==> src/common/smsc_consts.svh <==
`ifndef SMSC_CONSTS_SVH
`define SMSC_CONSTS_SVH

// ==========================================================
// synchroniser depth for asynchronous request pins
`define SMSC_SYNC_STAGES 2
// number of pins passed through the synchroniser
`define SMSC_SYNC_WIDTH  4
// bit positions inside the synchroniser bundle
`define SMSC_BIT_MGMT    0
`define SMSC_BIT_STOP    1
`define SMSC_BIT_WBE     2
`define SMSC_BIT_BURST_READY_N    3
// level that every active-low pin settles to in reset
`define SMSC_PIN_IDLE    4'hF

`endif

==> src/common/smsc_pkg.sv <==
// ==========================================================
// sequencer states
package smsc_pkg;

  typedef enum logic [3:0] {
    SMSC_IDLE       = 4'b0000,
    SMSC_FLUSH      = 4'b0001,
    SMSC_DRAIN      = 4'b0010,
    SMSC_MGMT_ACK   = 4'b0011,
    SMSC_SAVE       = 4'b0100,
    SMSC_DIS_INT    = 4'b0101,
    SMSC_BRANCH     = 4'b0110,
    SMSC_MGMT_MODE  = 4'b0111,
    SMSC_SG_CYCLE   = 4'b1000,
    SMSC_STOP_GRANT = 4'b1001
  } smsc_state_t;

endpackage

==> src/hdl/smsc_sync.sv <==
`timescale 1ns/1ps
`include "smsc_consts.svh"

// ==========================================================
// multi-stage synchroniser, one chain per bit
module smsc_sync #(
  parameter int          WIDTH  = `SMSC_SYNC_WIDTH,
  parameter int          STAGES = `SMSC_SYNC_STAGES,
  parameter logic [WIDTH-1:0] INIT = `SMSC_PIN_IDLE
) (
  input  wire logic             clk,
  input  wire logic             rst_b,
  input  wire logic [WIDTH-1:0] din,
  output logic      [WIDTH-1:0] dout
);

  genvar g;
  generate
    for (g = 0; g < WIDTH; g++) begin : g_bit
      logic [STAGES-1:0] chain;
      // first stage feeds only the next stage
      always_ff @(posedge clk or negedge rst_b) begin
        if (!rst_b) begin
          chain <= {STAGES{INIT[g]}};
        end else begin
          chain <= {chain[STAGES-2:0], din[g]};
        end
      end
      assign dout[g] = chain[STAGES-1];
    end
  endgenerate

endmodule

==> src/hdl/smsc_seq.sv <==
`timescale 1ns/1ps
`include "smsc_consts.svh"

// Notes on behaviour
// - On a management request the pipelines are flushed, then all bus cycles finish.
// - The management-active acknowledge is given only after write-buffer-empty is seen.
// - With the write-buffer-empty input masked, the acknowledge does not wait for it.
// - After the acknowledge: save state, then disable interrupts, then branch to entry.
// - Management-active low tells system logic that management mode has been entered.
// - A stop-clock request leads to Stop Grant, where the internal clock is halted.
// - On a stop-clock request the pipelines are flushed, then all bus cycles finish.
// - The stop-clock request is acknowledged by a Stop Grant special bus cycle.
// - The clock halts only after burst-ready and write-buffer-empty were both seen.
// - With the write-buffer-empty input masked, Stop Grant entry ignores it.
// - System logic may stop the bus clock in Stop Grant, giving the Stop Clock state.
module smsc_seq (
  input  wire logic clk,
  input  wire logic rst_b,
  input  wire logic mgmt_mode_request_n,
  input  wire logic stop_clock_request_n,
  input  wire logic ext_write_buffer_empty_n,
  input  wire logic burst_ready_n,
  input  wire logic wbe_mask,
  input  wire logic pipe_flush_done,
  input  wire logic bus_cycles_idle,
  input  wire logic state_save_done,
  input  wire logic mgmt_mode_exit,
  output logic      mgmt_mode_active_n,
  output logic      pipe_flush_req,
  output logic      state_save_req,
  output logic      int_disable,
  output logic      branch_entry,
  output logic      stop_grant_cycle,
  output logic      internal_clock_en,
  output logic      stop_grant_state
);

  // ==========================================================
  // pin synchronisation
  logic [`SMSC_SYNC_WIDTH-1:0] pins_s;
  logic                        mgmt_n_s;
  logic                        stop_n_s;
  logic                        wbe_n_s;
  logic                        burst_ready_n_n_s;

  // minimum pulse widths of the requests make two stages enough
  smsc_sync #(
    .WIDTH  (`SMSC_SYNC_WIDTH),
    .STAGES (`SMSC_SYNC_STAGES),
    .INIT   (`SMSC_PIN_IDLE)
  ) u_sync (
    .clk    (clk),
    .rst_b  (rst_b),
    .din    ({burst_ready_n, ext_write_buffer_empty_n,
              stop_clock_request_n, mgmt_mode_request_n}),
    .dout   (pins_s)
  );

  assign mgmt_n_s = pins_s[`SMSC_BIT_MGMT];
  assign stop_n_s = pins_s[`SMSC_BIT_STOP];
  assign wbe_n_s  = pins_s[`SMSC_BIT_WBE];
  assign burst_ready_n_n_s = pins_s[`SMSC_BIT_BURST_READY_N];

  // ==========================================================
  // management request edge capture
  logic mgmt_prev;
  logic mgmt_pend;
  logic mgmt_fall;
  logic mgmt_take;

  assign mgmt_fall = mgmt_prev & ~mgmt_n_s;

  always_ff @(posedge clk or negedge rst_b) begin
    if (!rst_b) begin
      mgmt_prev <= 1'b1;
    end else begin
      mgmt_prev <= mgmt_n_s;
    end
  end

  // a new edge in the cycle it is taken stays pending
  always_ff @(posedge clk or negedge rst_b) begin
    if (!rst_b) begin
      mgmt_pend <= 1'b0;
    end else if (mgmt_fall) begin
      mgmt_pend <= 1'b1;
    end else if (mgmt_take) begin
      mgmt_pend <= 1'b0;
    end
  end

  // ==========================================================
  // sequencer
  smsc_pkg::smsc_state_t state;
  smsc_pkg::smsc_state_t next_state;
  logic                  serving_stop;
  logic                  burst_ready_n_seen;
  logic                  wbe_seen;
  logic                  next_burst_ready_n_seen;
  logic                  next_wbe_seen;
  logic                  wbe_ok;

  assign wbe_ok = ~wbe_n_s | wbe_mask;

  always_comb begin
    next_state     = state;
    mgmt_take      = 1'b0;
    next_burst_ready_n_seen = 1'b0;
    next_wbe_seen  = 1'b0;
    unique case (state)
      smsc_pkg::SMSC_IDLE: begin
        // management request outranks stop clock
        if (mgmt_pend) begin
          next_state = smsc_pkg::SMSC_FLUSH;
          mgmt_take  = 1'b1;
        end else if (!stop_n_s) begin
          next_state = smsc_pkg::SMSC_FLUSH;
        end
      end
      smsc_pkg::SMSC_FLUSH: begin
        if (pipe_flush_done) begin
          next_state = smsc_pkg::SMSC_DRAIN;
        end
      end
      smsc_pkg::SMSC_DRAIN: begin
        if (bus_cycles_idle) begin
          next_state = serving_stop ? smsc_pkg::SMSC_SG_CYCLE
                                    : smsc_pkg::SMSC_MGMT_ACK;
        end
      end
      smsc_pkg::SMSC_MGMT_ACK: begin
        if (wbe_ok) begin
          next_state = smsc_pkg::SMSC_SAVE;
        end
      end
      smsc_pkg::SMSC_SAVE: begin
        if (state_save_done) begin
          next_state = smsc_pkg::SMSC_DIS_INT;
        end
      end
      smsc_pkg::SMSC_DIS_INT: begin
        next_state = smsc_pkg::SMSC_BRANCH;
      end
      smsc_pkg::SMSC_BRANCH: begin
        next_state = smsc_pkg::SMSC_MGMT_MODE;
      end
      smsc_pkg::SMSC_MGMT_MODE: begin
        if (mgmt_mode_exit) begin
          next_state = smsc_pkg::SMSC_IDLE;
        end
      end
      smsc_pkg::SMSC_SG_CYCLE: begin
        next_burst_ready_n_seen = burst_ready_n_seen | ~burst_ready_n_n_s;
        next_wbe_seen  = wbe_seen | wbe_ok;
        if (next_burst_ready_n_seen && next_wbe_seen) begin
          next_state = smsc_pkg::SMSC_STOP_GRANT;
        end
      end
      smsc_pkg::SMSC_STOP_GRANT: begin
        // a stopped bus clock simply freezes us here
        if (stop_n_s) begin
          next_state = smsc_pkg::SMSC_IDLE;
        end
      end
      default: begin
        next_state = smsc_pkg::SMSC_IDLE;
      end
    endcase
  end

  always_ff @(posedge clk or negedge rst_b) begin
    if (!rst_b) begin
      state <= smsc_pkg::SMSC_IDLE;
    end else begin
      state <= next_state;
    end
  end

  always_ff @(posedge clk or negedge rst_b) begin
    if (!rst_b) begin
      serving_stop <= 1'b0;
    end else if (state == smsc_pkg::SMSC_IDLE) begin
      serving_stop <= ~mgmt_pend & ~stop_n_s;
    end
  end

  always_ff @(posedge clk or negedge rst_b) begin
    if (!rst_b) begin
      burst_ready_n_seen <= 1'b0;
      wbe_seen  <= 1'b0;
    end else begin
      burst_ready_n_seen <= next_burst_ready_n_seen;
      wbe_seen  <= next_wbe_seen;
    end
  end

  // ==========================================================
  // registered outputs, aligned with the state they belong to
  logic next_in_mgmt;

  assign next_in_mgmt = (next_state == smsc_pkg::SMSC_SAVE)
                      | (next_state == smsc_pkg::SMSC_DIS_INT)
                      | (next_state == smsc_pkg::SMSC_BRANCH)
                      | (next_state == smsc_pkg::SMSC_MGMT_MODE);

  always_ff @(posedge clk or negedge rst_b) begin
    if (!rst_b) begin
      mgmt_mode_active_n <= 1'b1;
      state_save_req     <= 1'b0;
      int_disable        <= 1'b0;
      branch_entry       <= 1'b0;
    end else begin
      mgmt_mode_active_n <= ~next_in_mgmt;
      state_save_req     <= next_state == smsc_pkg::SMSC_SAVE;
      int_disable        <= next_in_mgmt & (next_state != smsc_pkg::SMSC_SAVE);
      branch_entry       <= next_state == smsc_pkg::SMSC_BRANCH;
    end
  end

  always_ff @(posedge clk or negedge rst_b) begin
    if (!rst_b) begin
      pipe_flush_req    <= 1'b0;
      stop_grant_cycle  <= 1'b0;
      internal_clock_en <= 1'b1;
      stop_grant_state  <= 1'b0;
    end else begin
      pipe_flush_req    <= next_state == smsc_pkg::SMSC_FLUSH;
      // the special cycle ends on burst-ready even if the buffer is still draining
      stop_grant_cycle  <= (next_state == smsc_pkg::SMSC_SG_CYCLE) & ~next_burst_ready_n_seen;
      internal_clock_en <= next_state != smsc_pkg::SMSC_STOP_GRANT;
      stop_grant_state  <= next_state == smsc_pkg::SMSC_STOP_GRANT;
    end
  end
endmodule

==> config.mk <==
export PLATFORM = sky130hd
export DESIGN_NAME = smsc_seq
export DESIGN_NICKNAME = d
export VERILOG_FILES = /design/src/common/smsc_pkg.sv /design/src/hdl/smsc_sync.sv /design/src/hdl/smsc_seq.sv
export VERILOG_INCLUDE_DIRS = /design/src /design/src/common
export SDC_FILE = /design/constraint.sdc
export NUM_CORES = 1
export LEC_CHECK = 0
export ABC_AREA = 1
export ABC_CLOCK_PERIOD_IN_PS = 2000
export BUFFER_PORTS_ARGS = -buffer_cell sky130_fd_sc_hd__buf_2
export CAP_MARGIN = 20
export CORE_AREA = 2 2 48 50
export CTS_BUF_LIST = sky130_fd_sc_hd__clkbuf_16
export CTS_CLUSTER_DIAMETER = 100
export DETAILED_ROUTE_END_ITERATION = 12
export DIE_AREA = 0 0 50 52
export PLACE_DENSITY = 0.75
export SLEW_MARGIN = 20
export SYNTH_ARGS = -nofsm -noshare
export SYNTH_HDL_FRONTEND = slang
export SYNTH_HIERARCHICAL = 1
export SYNTH_SLANG_ARGS = --single-unit
==> constraint.sdc <==
create_clock -name clk -period 2 [get_ports clk]
set_clock_uncertainty 0.05 [all_clocks]
set_input_delay 0.4 -clock clk [delete_from_list [all_inputs] [get_ports clk]]
set_output_delay 0.4 -clock clk [all_outputs]
set_load 0.02 [all_outputs]
==> results of run 1 <==
-- synthesized netlist by cell type (all sizes together) --
| cell type | number |
|---|---|
| inv | 24 |
| o211ai | 1 |
| nand3 | 14 |
| nand2 | 20 |
| nor2 | 18 |
| o21ai | 2 |
| a21oi | 1 |
| buf | 4 |
| dfrtp | 14 |
| o22ai | 1 |
| dfstp | 11 |
-- cell type report --
class                      instances  area (sq um)
fill                             178           863
sequential                        25           639
multi-input combinational         57           309
timing repair buffer              18          90.1
inverter                          24          90.1
clock buffer                       3          75.1
tap                               28          35.0
clock inverter                     1          3.75
-- routing by layer --
| metal | GRT usage | up-vias | wire length [microns] |
|---|---|---|---|
| met4 | 0.0602 | 0 | 27 |
| met1 | 0.186 | 339 | 746 |
| li1 | - | 362 | - |
| met2 | 0.279 | 15 | 857 |
| met3 | 0.0402 | 4 | 65 |
| met5 | 0 | - | 0 |
-- where the power goes --
group	internal, mW	switching, mW
clock	0.266	0.152
combinational	0.187	0.385
sequential	0.622	0.0661
-- metrics by stage --
stage,total power [mW],utilization,instance area (sq um)
finish,1.68,0.590,1240
CTS,1.70,0.590,1240
global placement,1.25,0.553,1160
floorplan,1.13,-,1070
detailed placement,1.26,0.553,1160
global route,1.81,0.590,1240
-- cell families (layout without fill, tap and decap cells) --
| group | count (synthesis) | in the layout | synth area share |
|---|---|---|---|
| simple gates | 52 | 52 | 0.252 |
| flops | 25 | 25 | 0.598 |
| buf+inv | 28 | 46 | 0.112 |
| compound gates | 5 | 5 | 0.0375 |
-- sequential cells by signal (all words and copies together), names as in the netlist --
name,cells
state,4
u_sync/g_bit.chain,8
wbe_seen,1
mgmt_prev,1
internal_clock_en,1
state_save_req,1
stop_grant_cycle,1
mgmt_pend,1
branch_entry,1
pipe_flush_req,1
burst_ready_n_seen,1
mgmt_mode_active_n,1
stop_grant_state,1
int_disable,1
serving_stop,1
-- critical path, cell delays in order (launching register included) --
cell,delay [ps]
dfstp_2,510
inv_1,30
nor2_1,120
inv_1,130
nor2_8,110
nor2_2,50
nor2_2,120
nand3_2,110
nand2_1,70
inv_1,40
-- worst min-delay path by stage --
stage	to	slack (ps)
after global placement	u_sync/g_bit[3].chain[1]	300
after detailed placement	u_sync/g_bit[3].chain[1]	300
after CTS	mgmt_pend	80
final	mgmt_pend	70
after floorplan	branch_entry	50
after global routing	branch_entry	120
==> metrics.md, run 1 <==
| Metric | Value |
|---|---|
| Status | finished clean |
| Setup crit start | u_sync/g_bit[2].chain[1] |
| FF-to-FF setup slack | 560 ps |
| Crit start category | flip-flop |
| Antenna violations before repair | 0 |
| Crit path time final | 1440 ps |
| Final hold slack | 65.5 ps |
| Global route total overflow | 0 |
| DR pass1 iterations | 4 |
| Via count | 720 |
| Antenna violation net count after detailed routing | 0 |
| Initial core utilization | 0.507 |
| Largest net degree at the start of global routing | 26 |
| IO buf count | 18 |
| Mapped Area | 1070 sq um |
| CP Class | reg2reg |
| Gpl congestion | 0.840 |
| Period utilisation layout | 0.720 |
| Worst EP arrival | 1540 ps |
| Fin nets | 140 |
| Final Hold Viols | 0 |
| Commonest non-fill, non-tap cell in the layout | inv_1 |
| Req. time, crit path | 2100 ps |
| Core Rows | 17 |
| DRC | 0 |
| Post-Syn Nets | 121 |
| CTS Buffer Depth | 2 |
| RSZ-0062 raised after global routing | no |
| HP Class | in2async |
| Synth area leader | dfrtp_1 |
| DR iter-0 viols | 6 |
| CTS H-tree depth | 1 |
| Largest cells by area after synthesis | dfrtp_1 (33%), dfstp_2 (27%), inv_1 (7.4%), nand2_1 (6.3%), nand3_1 (5.2%) |
| FF-to-FF Start | u_sync/g_bit[2].chain[1] |
| Routed wire length | 1700 microns |
| Hold_buf cts | 0 |
| Synthesized flop and latch total | 25 |
| CTS tree | done |
| Static leakage | 0.676 nW |
| Final setup violation count | 0 |
| Rel. slew slack | 0.658 |
| Final setup margin | 560 ps |
| I/O pin count | 19 |
| Worst-Skew Late Latency | 250 ps |
| Drt via density | 4.62 |
| DP Wirelength | 1270 microns |
| Synth Area per Inst | 9.71 sq um |
| Worst-Margin Slew | 513 ps |
| Max Slew Vio Count | 0 |
| Synth warnings | 6 |
| VDD IR max | 0.000860 V |
| Worst R2R End | int_disable |
| Share of the synthesized area in the top cell type | 0.328 |
| Post-CTS sizing | 0 |
| Core area | 2110 sq um |
| Die width | 50 microns |
| Endpoint class of the critical path | flip-flop |
| Setup Fix Bufs, Post-CTS | 0 |
| Fraction of layout cells with a size suffix above 1 | 0.391 |
| Seq/Total Area, Yosys | 0.598 |
| Clock slew at reported path FFs | 60 ps |
| Number of max-cap violations | 0 |
| Max Fclk | 694 MHz |
| Vias in the first global route | 746 |
| All-layer global routing usage | 0.159 |
| First-pass GRT wire length | 3080 microns |
| CP Max Fanout | 3 |
| Area delta synth->final | 16.3% |
| Library cells used by synthesis | 16 |
| Worst Setup EP | int_disable |
| Worst reg2reg path depth | 9 |
| DIE AREA | 2600 sq um |
| DP Worst Slack | 593 ps |
| TritonCTS Buffers | 3 |
| Clock Sinks | 25 |
| Post-layout instance count excluding filler cells | 156 |
| Placed cell count | 152 |
| Die height | 52 microns |
| Routed len/inst | 10.9 microns |
| Root buffer cell | clkbuf_16 |
| Setup TNS | 0 ps |
| Pwr/cell area | 1350 nW/um^2 |
| Cells after Synth | 110 |
| Most frequent cells in the layout | inv_1 (22), nand2_1 (18), buf_2 (18) |
| Ant. Diodes | 0 |
No activity file was read; power rests on OpenSTA's default activity.
==> run 2: changes to the inputs <==
- ABC_CLOCK_PERIOD_IN_PS: 2000 -> 1200
- CORE_AREA: 2 2 48 50 -> 2 2 51 53
- DIE_AREA: 0 0 50 52 -> 0 0 53 55
- PLACE_DENSITY: 0.75 -> 0.7
- clock period: 2 -> 1.2 ns (I/O delays scaled with it)
==> metrics.md, run 2 (synthesized netlist as in run 1, its figures left out) <==
| Metric | Value |
|---|---|
| Worst Min Path Start | burst_ready_n |
| CP Class | reg2reg |
| Post-layout instance count excluding filler cells | 171 (+9.6%) |
| Largest net degree at the start of global routing | 26 (unchanged) |
| Placed cell count | 161 (+5.9%) |
| IO buf count | 18 (unchanged) |
| Rel. slew slack | 0.646 (-0.0123) |
| Core area | 2360 sq um (+12%) |
| Antenna violation net count after detailed routing | 0 (unchanged) |
| HP Class | in2reg |
| Filler cells | 203 (+14%) |
| CTS Buffer Depth | 2 (unchanged) |
| Clock Sinks | 25 (unchanged) |
| Design area | 1400 sq um (+13%) |
| CTS tree | done |
| Hold-critical path endpoint | u_sync/g_bit[3].chain[0] |
| Final setup margin | -114 ps (-674 ps) |
| Most frequent cells in the layout | inv_1 (18), nand2_1 (17), buf_2 (16) |
| Crit start category | flip-flop |
| Global route total overflow | 0 (unchanged) |
| Max reg flops | 8 (unchanged) |
| Status | finished with violations |
| Worst reg2reg path depth | 9 (unchanged) |
| Final Hold Viols | 0 (unchanged) |
| FF-to-FF setup slack | -110 ps (-670 ps) |
| Clock slew at reported path FFs | 60 ps (about the same) |
| DIE AREA | 2920 sq um (+12%) |
| Routed wire length | 1910 microns (+12%) |
| Fin nets | 153 (+9.3%) |
| Fraction of layout cells with a size suffix above 1 | 0.525 (+0.134) |
| TritonCTS Buffers | 3 (unchanged) |
| Static leakage | 0.740 nW (+9.4%) |
| Setup TNS | -361 ps (-361 ps) |
| Crit path time final | 1310 ps (-126 ps) |
| Top reg by flops | u_sync/g_bit.chain |
| Worst EP arrival | 1410 ps (-130 ps) |
| Final setup violation count | 5 (+5) |
| DR pass1 iterations | 4 (unchanged) |
| Failing checks | negative setup slack |
| Hold Path Stages | 1 |
| Gpl congestion | 0.774 (-7.9%) |
| Period utilisation layout | 1.10 (+0.375) |
| Register Area | 644 sq um (+0.78%) |
| Root buffer cell | clkbuf_16 |
| DRC | 0 (unchanged) |
| Die height | 55 microns (+5.8%) |
| Commonest non-fill, non-tap cell in the layout | inv_1 |
| Via count | 776 (+7.8%) |
| Ant. Diodes | 0 (unchanged) |
| Routed len/inst | 11.1 microns (+2.5%) |
| DR iter-0 viols | 9 (+3) |
| Req. time, crit path | 1300 ps (-800 ps) |
| Worst-Skew Late Latency | 250 ps (about the same) |
| Pwr/cell area | 2220 nW/um^2 (+64%) |
| Area delta synth->final | 31.4% |
| Max Fclk | 761 MHz (+9.6%) |
| I/O pin count | 19 (unchanged) |
| CP Max Fanout | 3 (unchanged) |
| CTS H-tree depth | 1 (unchanged) |
| Worst R2R End | int_disable |
| VDD IR max | 0.00128 V (+48%) |
| All-layer global routing usage | 0.147 (-0.0112) |
| Drt via density | 4.54 (-1.7%) |
| FF-to-FF Start | u_sync/g_bit[2].chain[1] |
| Initial core utilization | 0.452 (-0.0556) |
| RSZ-0062 raised after global routing | yes |
| Worst-Margin Slew | 532 ps (+18.4 ps) |
| DP Wirelength | 1320 microns (+3.8%) |
| Core Rows | 18 (+1) |
| Top Registers | u_sync/g_bit.chain (8), state (4) |
| Vias in the first global route | 759 (+1.7%) |
| Final hold slack | 29.9 ps (-35.6 ps) |
| Number of max-cap violations | 0 (unchanged) |
| First-pass GRT wire length | 3050 microns (-0.91%) |
| Post-placement cell area | 1220 sq um (+4.9%) |
| Die width | 53 microns (+6.0%) |
| Max Slew Vio Count | 0 (unchanged) |
| Antenna violations before repair | 0 (unchanged) |
| Area taken by multi-input logic gates | 349 sq um (+13%) |
| Final Core Density | 0.594 (+0.00363) |
| Endpoint class of the critical path | flip-flop |
## run 2: changes by cell type in the layout (fill, tap and decap cells not counted), moves of 4 or more
cell,delta
buf_4,+12
inv_1,-4
dfrtp_1,-4
nor2_4,+5
nor2_2,-4
dfrtp_2,+4
## run 2: timing repair
item / 4_1_cts / 5_1_grt
hold endpoints to repair: 14 / 0
endpoints found under the setup margin: 9 / 12
pin swaps: 4 / 6
hold buffers: 1 / 0
resized for setup: 10 / 9
buffers inserted: 1 / 4
## run 2: critical path, cell delays in order, from the launching register on
cell and delay [ps]:
dfstp_2 520, inv_2 40, nor2_4 80, inv_2 70, nor2_8 90, nor2_4 50, nor2_4 90, nand3_2 100
nand2_1 80, inv_1 40
## run 2: worst max-delay path by stage
stage                                   from  slack (ps)  cells after the start     endpoint
finish              u_sync/g_bit[2].chain[1]        -110                      9  int_disable
global route                        state[0]        -180                      8  int_disable
CTS                 u_sync/g_bit[2].chain[1]        -130                      9  int_disable
detailed placement  u_sync/g_bit[2].chain[1]        -140                      9  int_disable
global placement    u_sync/g_bit[2].chain[1]         -90                      9  int_disable
floorplan           u_sync/g_bit[2].chain[1]        -140                     10  int_disable
## run 2: layout make-up
cell class              instances  share of cell area
clock buffers                   3              0.0535
repair buffers                 31               0.144
well taps                      30              0.0267
flip-flops and latches         25               0.459
multi-input cells              57               0.249
clock inverters                 1             0.00357
inverters                      24              0.0642
## run 2: power by group
| group | internal [mW] | total, mW | switching [mW] |
|---|---|---|---|
| Combinational | 0.511 | 1.23 | 0.720 |
| Clock | 0.448 | 0.710 | 0.262 |
| Sequential | 1.05 | 1.17 | 0.122 |
## run 2: per-layer routing
metal  track usage  share of wire  up-vias
met5             0              0        -
met4        0.0769          0.013        0
met3        0.0242          0.032        4
met2         0.271           0.52       11
met1         0.165           0.44      373
li1              -              -      388
## run 2: metrics by stage
step | worst slack, ps | power [mW]
finish | -114 | 3.11
global route | -178 | 3.30
CTS | -128 | 2.98
detailed placement | -142 | 2.20
global placement | -90.1 | 2.18
floorplan | -143 | 1.88
